==> config.mk <==
export PLATFORM = sky130hd
export DESIGN_NAME = i2c_port_select_wake
export DESIGN_NICKNAME = d
export VERILOG_FILES = /design/src/verilog/i2c_port_select_wake.v /design/src/verilog/start_detect.v
export VERILOG_INCLUDE_DIRS = /design/src /design/src/verilog
export SDC_FILE = /design/constraint.sdc
export NUM_CORES = 1
export LEC_CHECK = 0
export ABC_AREA = 1
export BUFFER_PORTS_ARGS = -buffer_cell sky130_fd_sc_hd__buf_2
export CELL_PAD_IN_SITES_DETAIL_PLACEMENT = 0
export CELL_PAD_IN_SITES_GLOBAL_PLACEMENT = 1
export CORE_ASPECT_RATIO = 1.2
export CORE_UTILIZATION = 30
export DETAILED_ROUTE_END_ITERATION = 8
export GPL_TIMING_DRIVEN = 0
export PLACE_DENSITY = 0.72
export SLEW_MARGIN = 40
export SYNTH_ARGS = -nofsm -noshare
export SYNTH_HDL_FRONTEND = slang
export SYNTH_HIERARCHICAL = 1
export SYNTH_SLANG_ARGS = --single-unit
==> constraint.sdc <==
create_clock -name sys_clk -period 1 [get_ports sys_clk]
set_input_delay 0.1 -clock sys_clk [delete_from_list [all_inputs] [get_ports sys_clk]]
set_output_delay 0.1 -clock sys_clk [all_outputs]
set_load 0.05 [all_outputs]
==> src/verilog/i2c_port_defs.vh <==
`ifndef I2C_PORT_DEFS_VH
`define I2C_PORT_DEFS_VH

// ****************************************************************
// Port selection field
// ****************************************************************
`define PORT_SEL_W        4
`define PORT_SEL_RST      4'hF
`define PORT_SEL_NONE     4'hF

// ****************************************************************
// Sizing defaults
// ****************************************************************
`define NUM_PORTS_DEF     10
`define NUM_CTRL_DEF      2

// ****************************************************************
// Idle line level and open-drain output value
// ****************************************************************
`define LINE_IDLE         1'b1
`define PIN_OUT_LOW       1'b0

`endif

==> src/verilog/i2c_port_select_wake.v <==
// Contract
// (RULE1) Each controller owns a 4-bit port field
// (RULE2) Field resets to Fh, attached nowhere
// (RULE3) Field value n selects port n
// (RULE4) Up to ten selectable bus ports
// (RULE5) Software maps each port to one controller
// (RULE6) START on routed bus raises wake event
// (RULE7) Wake handler only clears flag, returns
// (RULE8) Attention needs go through activity event
// (RULE9) System reset returns everything to default
// (RULE10) Bus clock driven from system clock
// (RULE11) Software sets shared pins open-drain
// (RULE12) Enter low power on power unit command
// (RULE13) Unattached controller sees idle, drives nothing
`timescale 1ns/1ps
`default_nettype none
`include "i2c_port_defs.vh"

module i2c_port_select_wake #(
    parameter NUM_PORTS = `NUM_PORTS_DEF,
    parameter NUM_CTRL  = `NUM_CTRL_DEF
) (
    input  wire                            sys_clk,
    input  wire                            rstn,
    // Port selection write from each controller's configuration logic
    input  wire [NUM_CTRL-1:0]             sel_wr_en,
    input  wire [NUM_CTRL*`PORT_SEL_W-1:0] sel_wdata,
    output wire [NUM_CTRL*`PORT_SEL_W-1:0] port_sel,
    // Controller core side
    input  wire [NUM_CTRL-1:0]             ctl_sda_pull_low,
    input  wire [NUM_CTRL-1:0]             ctl_scl_pull_low,
    input  wire [NUM_CTRL-1:0]             ctl_activity,
    output reg  [NUM_CTRL-1:0]             ctl_sda_in,
    output reg  [NUM_CTRL-1:0]             ctl_scl_in,
    output reg  [NUM_CTRL-1:0]             bus_start_wake_event,
    output reg  [NUM_CTRL-1:0]             bus_activity_event,
    output reg  [NUM_CTRL-1:0]             bus_busy,
    // Power, clock and reset unit
    input  wire                            low_power_req,
    output reg                             low_power_ack,
    // Open-drain bus pins
    input  wire [NUM_PORTS-1:0]            pin_sda_in,
    input  wire [NUM_PORTS-1:0]            pin_scl_in,
    output wire [NUM_PORTS-1:0]            pin_sda_out,
    output wire [NUM_PORTS-1:0]            pin_scl_out,
    output reg  [NUM_PORTS-1:0]            pin_sda_oe_n,
    output reg  [NUM_PORTS-1:0]            pin_scl_oe_n
);

    localparam [4:0] PORT_LIMIT = NUM_PORTS[4:0];

    // ****************************************************************
    // Port selection storage
    // ****************************************************************
    reg  [NUM_CTRL*`PORT_SEL_W-1:0] port_sel_r;
    reg  [NUM_CTRL*`PORT_SEL_W-1:0] port_sel_nxt;
    reg  [NUM_CTRL-1:0]             sel_changed_r;
    reg  [NUM_CTRL-1:0]             sel_settle_r;
    integer                         k;
    integer                         m;

    always @* begin
        port_sel_nxt = port_sel_r;
        for (k = 0; k < NUM_CTRL; k = k + 1) begin
            if (sel_wr_en[k]) begin
                port_sel_nxt[k*`PORT_SEL_W +: `PORT_SEL_W] =
                    sel_wdata[k*`PORT_SEL_W +: `PORT_SEL_W]; // RULE1
            end
        end
    end

    always @(posedge sys_clk) begin
        if (!rstn) begin
            port_sel_r    <= {NUM_CTRL{`PORT_SEL_RST}}; // RULE2 RULE9
            sel_changed_r <= {NUM_CTRL{1'b0}};
            sel_settle_r  <= {NUM_CTRL{1'b0}};
        end else begin
            port_sel_r    <= port_sel_nxt;
            sel_changed_r <= sel_wr_en;
            // The old route's level lingers one more cycle in the detector history
            sel_settle_r  <= sel_changed_r;
        end
    end

    assign port_sel = port_sel_r;

    // ****************************************************************
    // Low power handshake
    // ****************************************************************
    // Drives are released while asleep; start detection keeps running so a
    // master on the bus can still wake the chip
    always @(posedge sys_clk) begin
        if (!rstn) begin
            low_power_ack <= 1'b0;
        end else begin
            low_power_ack <= low_power_req; // RULE12
        end
    end

    // ****************************************************************
    // Pin input synchronisers
    // ****************************************************************
    reg [NUM_PORTS-1:0] sda_s1_r;
    reg [NUM_PORTS-1:0] sda_s2_r;
    reg [NUM_PORTS-1:0] scl_s1_r;
    reg [NUM_PORTS-1:0] scl_s2_r;

    always @(posedge sys_clk) begin
        if (!rstn) begin
            sda_s1_r <= {NUM_PORTS{`LINE_IDLE}};
            sda_s2_r <= {NUM_PORTS{`LINE_IDLE}};
            scl_s1_r <= {NUM_PORTS{`LINE_IDLE}};
            scl_s2_r <= {NUM_PORTS{`LINE_IDLE}};
        end else begin
            sda_s1_r <= pin_sda_in;
            sda_s2_r <= sda_s1_r;
            scl_s1_r <= pin_scl_in;
            scl_s2_r <= scl_s1_r;
        end
    end

    // ****************************************************************
    // Per-controller routing of received lines and events
    // ****************************************************************
    wire [NUM_CTRL-1:0] attached;
    wire [NUM_CTRL-1:0] start_seen;
    wire [NUM_CTRL-1:0] stop_seen;

    genvar c;
    generate
        for (c = 0; c < NUM_CTRL; c = c + 1) begin : g_ctrl
            wire [`PORT_SEL_W-1:0] sel_c;
            assign sel_c = port_sel_r[c*`PORT_SEL_W +: `PORT_SEL_W];
            // Fh and any code beyond the last port leave the controller detached
            assign attached[c] = (sel_c != `PORT_SEL_NONE) &&
                                 ({1'b0, sel_c} < PORT_LIMIT); // RULE2 RULE4

            always @(posedge sys_clk) begin
                if (!rstn) begin
                    ctl_sda_in[c] <= `LINE_IDLE;
                    ctl_scl_in[c] <= `LINE_IDLE;
                end else if (attached[c]) begin
                    ctl_sda_in[c] <= sda_s2_r[sel_c]; // RULE3
                    ctl_scl_in[c] <= scl_s2_r[sel_c]; // RULE3
                end else begin
                    ctl_sda_in[c] <= `LINE_IDLE; // RULE13
                    ctl_scl_in[c] <= `LINE_IDLE; // RULE13
                end
            end

            start_detect u_start_detect (
                .sys_clk     (sys_clk),
                .rstn        (rstn),
                .hold        (sel_changed_r[c] | sel_settle_r[c]),
                .sda         (ctl_sda_in[c]),
                .scl         (ctl_scl_in[c]),
                .start_pulse (start_seen[c]),
                .stop_pulse  (stop_seen[c])
            );
        end
    endgenerate

    always @(posedge sys_clk) begin
        if (!rstn) begin
            bus_start_wake_event <= {NUM_CTRL{1'b0}};
            bus_activity_event   <= {NUM_CTRL{1'b0}};
            bus_busy             <= {NUM_CTRL{1'b0}};
        end else begin
            bus_start_wake_event <= start_seen & attached; // RULE6
            // Attention requests never share the wake line
            bus_activity_event   <= ctl_activity; // RULE8
            for (m = 0; m < NUM_CTRL; m = m + 1) begin
                if (!attached[m]) begin
                    bus_busy[m] <= 1'b0;
                end else if (start_seen[m]) begin
                    bus_busy[m] <= 1'b1;
                end else if (stop_seen[m]) begin
                    bus_busy[m] <= 1'b0;
                end
            end
        end
    end

    // ****************************************************************
    // Per-port open-drain drive
    // ****************************************************************
    // Two controllers on one port simply wire-AND; software must avoid it
    genvar p;
    generate
        for (p = 0; p < NUM_PORTS; p = p + 1) begin : g_port
            localparam integer           PNUM = p;
            localparam [`PORT_SEL_W-1:0] PIDX = PNUM[`PORT_SEL_W-1:0];
            reg sda_pull;
            reg scl_pull;
            integer j;

            always @* begin
                sda_pull = 1'b0;
                scl_pull = 1'b0;
                for (j = 0; j < NUM_CTRL; j = j + 1) begin
                    if (port_sel_r[j*`PORT_SEL_W +: `PORT_SEL_W] == PIDX) begin // RULE3 RULE5
                        sda_pull = sda_pull | ctl_sda_pull_low[j];
                        scl_pull = scl_pull | ctl_scl_pull_low[j]; // RULE10
                    end
                end
            end

            always @(posedge sys_clk) begin
                if (!rstn) begin
                    pin_sda_oe_n[p] <= 1'b1;
                    pin_scl_oe_n[p] <= 1'b1;
                end else begin
                    // Unselected ports and sleep leave the pin released
                    pin_sda_oe_n[p] <= !(sda_pull && !low_power_ack); // RULE13 RULE12
                    pin_scl_oe_n[p] <= !(scl_pull && !low_power_ack); // RULE10 RULE13
                end
            end
        end
    endgenerate

    // Open-drain: the driven level is always low, enable decides
    assign pin_sda_out = {NUM_PORTS{`PIN_OUT_LOW}};
    assign pin_scl_out = {NUM_PORTS{`PIN_OUT_LOW}};

endmodule // i2c_port_select_wake

`default_nettype wire

==> src/verilog/start_detect.v <==
`timescale 1ns/1ps
`default_nettype none

// ****************************************************************
// Start and stop condition detector for one routed bus
// ****************************************************************
module start_detect (
    input  wire sys_clk,
    input  wire rstn,
    input  wire hold,
    input  wire sda,
    input  wire scl,
    output reg  start_pulse,
    output reg  stop_pulse
);

    reg sda_prev_r;
    reg scl_prev_r;

    always @(posedge sys_clk) begin
        if (!rstn) begin
            sda_prev_r  <= 1'b1;
            scl_prev_r  <= 1'b1;
            start_pulse <= 1'b0;
            stop_pulse  <= 1'b0;
        end else begin
            sda_prev_r  <= sda;
            scl_prev_r  <= scl;
            // Hold masks the two cycles after a route change, covering the one where the old and new
            // bus levels would otherwise look like an edge
            start_pulse <= !hold && sda_prev_r && !sda && scl_prev_r && scl; // RULE6
            stop_pulse  <= !hold && !sda_prev_r && sda && scl_prev_r && scl;
        end
    end

endmodule // start_detect

`default_nettype wire

==> impl_metrics.json, run 1 <==
{
  "r2r_setup_slack_ns": -0.10,
  "drive_above_1_share": 0.433,
  "seqPwrFrac": 0.470,
  "start_util": 0.313,
  "cts_max_path_buffers": 2,
  "max_freq_ghz": 0.902,
  "drc": 0,
  "multi_input_area_mm2": 0.00160,
  "rsz0062_at_grt": "yes",
  "pwr_density_cell_mw_per_mm2": 1560,
  "gp_congestion": 0.818,
  "path_clk_slew_ns": 0.06,
  "syn_to_final_growth_pct": 49.9,
  "antenna_found_initial": 0,
  "final_common_cell": "nand2_1",
  "synth_top_area_frac": 0.518,
  "regArea_mm2": 0.00186,
  "cts_made_buffers": 9,
  "status": "finished, violations left",
  "port_buffers": 73,
  "p_clk_frac": 0.360,
  "p_switching_mw": 2.19,
  "fin_area_mm2": 0.00527,
  "p_int_mw": 6.06,
  "die_y_um": 121,
  "routed_wl_um": 8450,
  "syn-cell-area_mm2": 0.00352,
  "finalMaxSlewViolations": 0,
  "crit_slowest_cell": "dfxtp_4",
  "crit_path_max_fanout": 7,
  "die_area_mm2": 0.0122,
  "p_comb_frac": 0.171,
  "r2r-start": "port_sel[5]",
  "path_class": "flop to output pin",
  "cts-root-buf": "clkbuf_16",
  "diodes": 0,
  "clk_latency_ns": 0.33,
  "io_pins": 98,
  "vdd.ir_drop.worst_mv": 1.18,
  "cts.htree.levels": 3,
  "cts_sinks": 91,
  "tns_ns": -1.95,
  "avgSynthCellArea_um2": 7.95,
  "violations": "setup timing",
  "ys.flop_type": "dfxtp_1",
  "fin_skew_ns": 0.00444,
  "synth_edf_count": 0,
  "start_kind": "flop",
  "grt_usage": 0.145,
  "r2r_end": "ctl_sda_in[1]",
  "crit_arrival_ns": 1.01,
  "cts_tree": "done",
  "ys_ff_latch": 91,
  "grt_start_max_net_pins": 14,
  "nFillCells": 1176,
  "holdPathEnd": "port_sel[6]",
  "wl_per_cell_um": 11.4,
  "hp-class": "input port to flop",
  "drv_cap": 0,
  "synth_area_leaders": "dfxtp_1 52%, nand2_1 14%, or2_2 7.5%, buf_4 5.1%, o21ai_0 4.4%",
  "total_power_mw": 8.25,
  "grt_pass1_vias": 2871,
  "rows": 42,
  "placed_cell_area_mm2": 0.00422,
  "crit_required_ns": 0.90,
  "seq_area_frac_synth": 0.518,
  "first_iter_violations": 116,
  "leakage_nw": 2.45,
  "cp_slowest_stage_delay_ns": 0.43,
  "finalCriticalPeriod_ns": 1.11,
  "dp.final_hpwl_um": 6090,
  "hold_depth": 3,
  "num_vias": 3055,
  "via_per_inst": 4.11,
  "num-nets-final": 625,
  "ys_types": 21,
  "grt_overflow_total": 0,
  "synth_top_area_cell": "dfxtp_1",
  "ys_warn_count": 6,
  "hold_violations": 0,
  "setup_viol_count_final": 32,
  "rr_worst_depth": 7,
  "mostFrequentLayoutCells": "116 x nand2_1, 78 x dfxtp_1, 42 x or2_2",
  "worst_hold_startpoint": "sel_wdata[6]",
  "final_cells": 743,
  "timing.final.crit_share": 1.11,
  "die_w_um": 101,
  "grt_pass1_wl_um": 13300,
  "p_sw_frac": 0.266,
  "holdWs_ns": 0.00740,
  "core_mm2": 0.0112,
  "finalWorstSetupSlack_ns": -0.109,
  "dp_slack_ns": -0.348,
  "drt-pass1-iter-count": 4,
  "path_cells": "buf_6, buf_8",
  "place_inst": 688,
  "final_util": 0.469,
  "drtAntennaViolNets": 0,
  "async_reset_ff_frac": 0,
  "syn_inst": 442,
  "cp-end-kind": "output pin"
}
## sequential cells by signal (all words and copies together) (netlist names), 8 cells and up
name,cells
scl_s2_r,10
pin_scl_oe_n,10
sda_s2_r,10
pin_sda_oe_n,10
scl_s1_r,10
sda_s1_r,10
port_sel,8
## cells in the mapped netlist, types with 2 or more instances
cell type  number
nor2_4          2
dfxtp_1        91
nand3_2         2
a21oi_1        10
nor2_2          6
inv_1          27
nor2_1         28
buf_2           3
nand2_1       128
inv_2           8
buf_6           4
clkbuf_1        5
nand3_1        26
or2_2          42
buf_4          24
o21ai_0        31
## routing by layer
layer / part of all wire / up-vias / global-route usage
li1: - / 1605 / -
met1: 0.42 / 1351 / 0.165
met2: 0.51 / 88 / 0.256
met3: 0.047 / 11 / 0.0370
met4: 0.018 / 0 / 0.0571
met5: 0 / - / 0
## layout make-up
type,count,share of cell area
Clock buffer,12,0.0468
Inverter,35,0.0287
Multi-Input combinational cell,300,0.304
Sequential cell,91,0.353
Buffer,36,0.0539
Timing Repair Buffer,113,0.175
Tap cell,154,0.0366
Clock inverter,2,0.00261
## how the worst max path moves through the flow
stage                     start               to  slack (ns)  depth (start not counted)
floorplan           port_sel[1]    ctl_sda_in[0]       -0.09                          7
global placement           rstn    ctl_sda_in[1]       -0.32                          8
detailed placement         rstn    ctl_sda_in[1]       -0.35                          8
CTS                 port_sel[5]    ctl_sda_in[1]       -0.15                          7
global route        port_sel[6]  pin_scl_oe_n[9]       -0.16                          5
finish              port_sel[4]      port_sel[4]       -0.11                          2
## cell families (layout without fill, tap and decap cells)
kind of cell,after synthesis,in the layout,share of synthesized area
compound gates,42,42,0.0598
buf+inv,71,198,0.111
flops,91,91,0.518
other cells,1,20,0.00107
simple gates,237,238,0.310
## power by group through the flow
stage                     combinational, mW  clock [mW]  sequential, mW
final                                  1.41        2.97            3.87
after global routing                   1.53        3.21            3.89
after CTS                              1.33        3.06            3.87
after detailed placement               1.12           0            3.93
after global placement                 1.11           0            3.93
after floorplan                       0.701           0            4.08
## worst max-delay path: cells and delay by family, from the launching register on
kind     cells  cell delay, ns
buf+inv      2            0.25
flops        1            0.43
## repair_timing
item	in CTS	in global routing
pin swaps	17	12
gates resized for setup	76	64
cloned	2	0
setup buffers	8	4
endpoints found under the hold margin	27	0
hold buffers	27	0
setup endpoints to repair	42	57
Power figures use the tool's default switching activity.
==> inputs of run 2 (changes only) <==
--- a/constraint.sdc
+++ b/constraint.sdc
@@ -3,2 +3,2 @@
 set_output_delay 0.1 -clock sys_clk [all_outputs]
-set_load 0.05 [all_outputs]
+set_load 0.1 [all_outputs]
==> run 2 against run 1 <==
Compared with the run above:
- the flow still finishes with violations (setup timing)
- clock skew up 0.0018 ns
- register-to-register slack worse by 0.04 ns
- first-iteration DRC count up 8.6%
- via count up 4.5%
- fmax down 3.1%
- critical path type is now flop to flop
- highest routed layer unchanged
==> impl_metrics.json, run 2 (synthesis results as in run 1) <==
{
  "drtAntennaViolNets": 0,
  "start_kind": "flop",
  "max_freq_ghz": 0.874,
  "cts_max_path_buffers": 2,
  "die_y_um": 121,
  "place_inst": 688,
  "finalWorstSetupSlack_ns": -0.144,
  "path_cells": "buf_6, nor2_4, nand3_1, o21ai_0, nand2_1",
  "routed.top_layer": "met4",
  "antenna_found_initial": 0,
  "path_class": "flop to flop",
  "timing.final.crit_share": 1.14,
  "wl_per_cell_um": 11.6,
  "multi_input_area_mm2": 0.00166,
  "path_clk_slew_ns": 0.06,
  "start_util": 0.313,
  "first_iter_violations": 126,
  "fin_skew_ns": 0.00626,
  "grt_overflow_total": 0,
  "drt-pass1-iter-count": 4,
  "via_per_inst": 4.24,
  "port_buffers": 73,
  "num-nets-final": 634,
  "dp.final_hpwl_um": 6200,
  "rows": 42,
  "tns_ns": -2.91,
  "cts.htree.levels": 3,
  "rsz0062_at_grt": "yes",
  "regArea_mm2": 0.00190,
  "placed_cell_area_mm2": 0.00432,
  "met2_length_um": 4670,
  "routed_wl_um": 8760,
  "core_mm2": 0.0112,
  "fin_area_mm2": 0.00576,
  "cp_top_family": "flip-flops",
  "cp-end-kind": "flop",
  "final_cells": 754,
  "finalMaxSlewViolations": 0,
  "cts_tree": "done",
  "num_vias": 3194,
  "grt_usage": 0.148,
  "setup_viol_count_final": 36,
  "die_area_mm2": 0.0122,
  "crit_slowest_cell": "dfxtp_4",
  "diodes": 0,
  "crit_buf_inv": 1,
  "mostFrequentLayoutCells": "113 x nand2_1, 54 x dfxtp_1, 42 x or2_2",
  "pwr_density_cell_mw_per_mm2": 1540,
  "final_common_cell": "nand2_1",
  "syn_to_final_growth_pct": 63.7,
  "status": "finished, violations left",
  "finalCriticalPeriod_ns": 1.14,
  "grt_pass1_wl_um": 13800,
  "grt_pass1_vias": 2989,
  "cts_sinks": 91,
  "die_w_um": 101,
  "drc": 0,
  "total_power_mw": 8.85,
  "drv_cap": 0,
  "crit_required_ns": 1.22,
  "grt_start_max_net_pins": 16,
  "hold_violations": 0,
  "cp_slowest_stage_delay_ns": 0.41,
  "gp_congestion": 0.865,
  "leakage_nw": 2.61,
  "violations": "setup timing",
  "clk_latency_ns": 0.34,
  "wl_met3_um": 393,
  "cts-root-buf": "clkbuf_16",
  "hp-class": "input port to flop",
  "crit_path_max_fanout": 7,
  "drive_above_1_share": 0.497,
  "routedLengthMet1_um": 3460,
  "crit_arrival_ns": 1.37,
  "io_pins": 98,
  "vdd.ir_drop.worst_mv": 0.676,
  "nFillCells": 1100,
  "cts_made_buffers": 9
}
run 2: changes by cell type in the layout (fill, tap and decap cells not counted), moves of 9 or more:
cell | previous run | this run
buf_12 | 3 | 19
buf_6 | 12 | 25
clkbuf_4 | 18 | 0
dfxtp_1 | 78 | 54
dfxtp_2 | 5 | 25
nand3_1 | 24 | 14
nand3_2 | 4 | 13
run 2: final timing paths:
path / start / cells after the start / end / slack, ns
worst max-delay path: port_sel[0] / 5 / pin_sda_oe_n[4] / -0.14
worst min-delay path: rstn / 2 / g_ctrl[0].u_start_detect/sda_prev_r / 0.01
worst max register to register: port_sel[0] / 5 / pin_sda_oe_n[4] / -0.14
worst min register to register: scl_s1_r[4] / 1 / scl_s2_r[4] / 0.41
run 2: report_power, final:
group / leakage [nW] / switching [mW] / internal (mW)
clock: 0.134 / 1.36 / 1.68
combinational: 1.73 / 1.22 / 0.697
sequential: 0.744 / 0.130 / 3.76
run 2: worst register-to-register path, stage by stage (launching register included):
cell and delay [ns]:
dfxtp_4 0.41, buf_6 0.14, nor2_4 0.22, nand3_1 0.11
o21ai_0 0.09, nand2_1 0.07
run 2: routing by layer:
layer | GRT usage | up-vias
met1 | 0.162 | 1456
li1 | - | 1631
met2 | 0.264 | 92
met3 | 0.0364 | 15
met5 | 0 | -
met4 | 0.0752 | 0
run 2: cell type report:
cell class	count	share of cell area
flip-flops and latches	91	0.330
multi-input cells	300	0.288
repair buffers	122	0.223
plain buffers	36	0.0500
clock buffers	10	0.0398
well taps	154	0.0335
inverters	35	0.0289
clock inverters	6	0.00674
run 2: through the flow:
| stage | worst slack [ns] | util | hold WS [ns] |
|---|---|---|---|
| 2_1_floorplan | -0.205 | - | 0.170 |
| 4_1_cts | -0.117 | 0.483 | 0.00353 |
| 3_3_place_gp | -0.252 | 0.385 | 0.281 |
| 5_1_grt | -0.196 | 0.512 | 0.0223 |
| 3_5_place_dp | -0.234 | 0.385 | 0.288 |
| 6_report | -0.144 | 0.512 | 0.0115 |
run 2: what timing repair did:
action / CTS / global route
hold endpoints to repair: 31 / 0
setup endpoints to repair: 65 / 46
hold buffers: 31 / 0
pin swaps: 11 / 23
buffers inserted: 11 / 5
resized for setup: 126 / 66
gates cloned: 1 / 3
==> inputs of run 3 (changes only) <==
- CORE_MARGIN: not set -> 8
- CORE_UTILIZATION: 30 -> 33
- PLACE_DENSITY: 0.72 -> 0.78
==> run 3 against run 2 <==
Compared with the run above:
- the flow still finishes with violations (setup timing)
- clock skew decreased by 0.00073 ns
- routed wire length grew 8.2%
- final cell count fell by 2.5%
- combinational power about the same
- utilization up 4.1 points
- cell area up 0.48%
- register-to-register slack got worse by 0.03 ns
- critical path type unchanged
==> impl_metrics.json, run 3 (synthesis results as in run 1) <==
{
  "pwr_density_cell_mw_per_mm2": 1580,
  "grt_pass1_wl_um": 15000,
  "port_buffers": 73,
  "fin_area_mm2": 0.00578,
  "cts_sinks": 91,
  "fin_skew_ns": 0.00554,
  "multi_input_area_mm2": 0.00162,
  "status": "finished, violations left",
  "die_y_um": 129,
  "timing.final.crit_share": 1.17,
  "mostFrequentLayoutCells": "113 x nand2_1, 53 x dfxtp_1, 42 x or2_2",
  "place_inst": 663,
  "cts-root-buf": "clkbuf_16",
  "dp.final_hpwl_um": 6770,
  "leakage_nw": 2.66,
  "die_area_mm2": 0.0142,
  "finalMaxSlewViolations": 0,
  "crit_required_ns": 1.20,
  "core_mm2": 0.0105,
  "violations": "setup timing",
  "diodes": 0,
  "holdWs_ns": 0.00930,
  "setup_viol_count_final": 36,
  "via_per_inst": 4.30,
  "path_clk_slew_ns": 0.06,
  "grt_start_max_net_pins": 16,
  "drt-pass1-iter-count": 7,
  "io_pins": 98,
  "wl_per_cell_um": 12.9,
  "regArea_mm2": 0.00190,
  "clk_latency_ns": 0.34,
  "cts_made_buffers": 9,
  "num_vias": 3164,
  "max_freq_ghz": 0.854,
  "routed_wl_um": 9480,
  "slew_headroom": 0.656,
  "syn_to_final_growth_pct": 64.5,
  "cts.htree.levels": 3,
  "grt_overflow_total": 0,
  "path_class": "flop to flop",
  "start_util": 0.336,
  "drc": 0,
  "r2r_setup_slack_ns": -0.17,
  "drive_above_1_share": 0.493,
  "nFillCells": 956,
  "crit_arrival_ns": 1.37,
  "drtAntennaViolNets": 0,
  "gp_congestion": 0.856,
  "drv_cap": 0,
  "cts_tree": "done",
  "num-nets-final": 640,
  "finalWorstSetupSlack_ns": -0.171,
  "dp_slack_ns": -0.254,
  "placed_cell_area_mm2": 0.00429,
  "crit_path_max_fanout": 7,
  "total_power_mw": 9.16,
  "antenna_found_initial": 0,
  "vdd.ir_drop.worst_mv": 1.00,
  "final_cells": 735,
  "grt_usage": 0.135,
  "rsz0062_at_grt": "yes",
  "finalCriticalPeriod_ns": 1.17,
  "grt_pass1_vias": 3142,
  "cts_max_path_buffers": 2,
  "final_common_cell": "nand2_1",
  "max_slew.worst_pin.slew_ns": 0.516,
  "hold_violations": 0,
  "rows": 41,
  "cp-end-kind": "flop",
  "start_kind": "flop",
  "die_w_um": 110,
  "first_iter_violations": 121,
  "hp-class": "input port to flop"
}
## run 3: cell types whose count changed in the layout (fill, tap and decap cells not counted), sizes merged
cell and change:
inv -2, buf +8, bufinv +1, clkinvlp -1
clkbuf -2, clkinv +2
## run 3: final cells by class
| class | count | area share |
|---|---|---|
| Sequential cell | 91 | 0.328 |
| Multi-Input combinational cell | 300 | 0.280 |
| Timing Repair Buffer | 128 | 0.234 |
| Buffer | 36 | 0.0491 |
| Clock buffer | 10 | 0.0413 |
| Inverter | 35 | 0.0283 |
| Tap cell | 129 | 0.0279 |
| Clock inverter | 6 | 0.0110 |
## run 3: power breakdown
group	switching (mW)	internal [mW]
registers	0.122	3.76
clock network	1.36	2.00
logic	1.22	0.690
total	2.70	6.46
## run 3: what timing repair did
action	4_1_cts	5_1_grt
endpoints found under the setup margin	63	60
setup buffers	18	5
endpoints found under the hold margin	30	1
gates cloned	2	0
gates resized for setup	134	69
pin swaps	19	16
hold buffers	30	1
## run 3: critical path: stages (launching register included)
cell,delay [ns]
dfxtp_4,0.35
buf_12,0.14
nor2_4,0.08
nor2_2,0.05
nor2_2,0.13
nand2_1,0.06
nor2_1,0.10
nand3_1,0.11
## run 3: metrics by stage
stage                     setup TNS, ns   util
after floorplan                   -4.23      -
after global placement           -12.08  0.410
after detailed placement         -12.63  0.410
after CTS                         -2.58  0.524
after global routing              -4.94  0.553
final                             -3.16  0.553
## run 3: metal layers
layer / track usage / vias to the layer above / share of wire
met5: 0 / - / 0
met4: 0.0424 / 0 / 0.014
met3: 0.0427 / 10 / 0.065
met2: 0.236 / 89 / 0.52
met1: 0.152 / 1420 / 0.40
li1: - / 1645 / -
## run 3: path summary, 6_finish.rpt
kind               start                             endpoint  depth (start not counted)
max          port_sel[1]                        ctl_scl_in[0]                          7
min reg2reg  scl_s1_r[6]                          scl_s2_r[6]                          1
max reg2reg  port_sel[1]                        ctl_scl_in[0]                          7
min                 rstn  g_ctrl[1].u_start_detect/sda_prev_r                          2
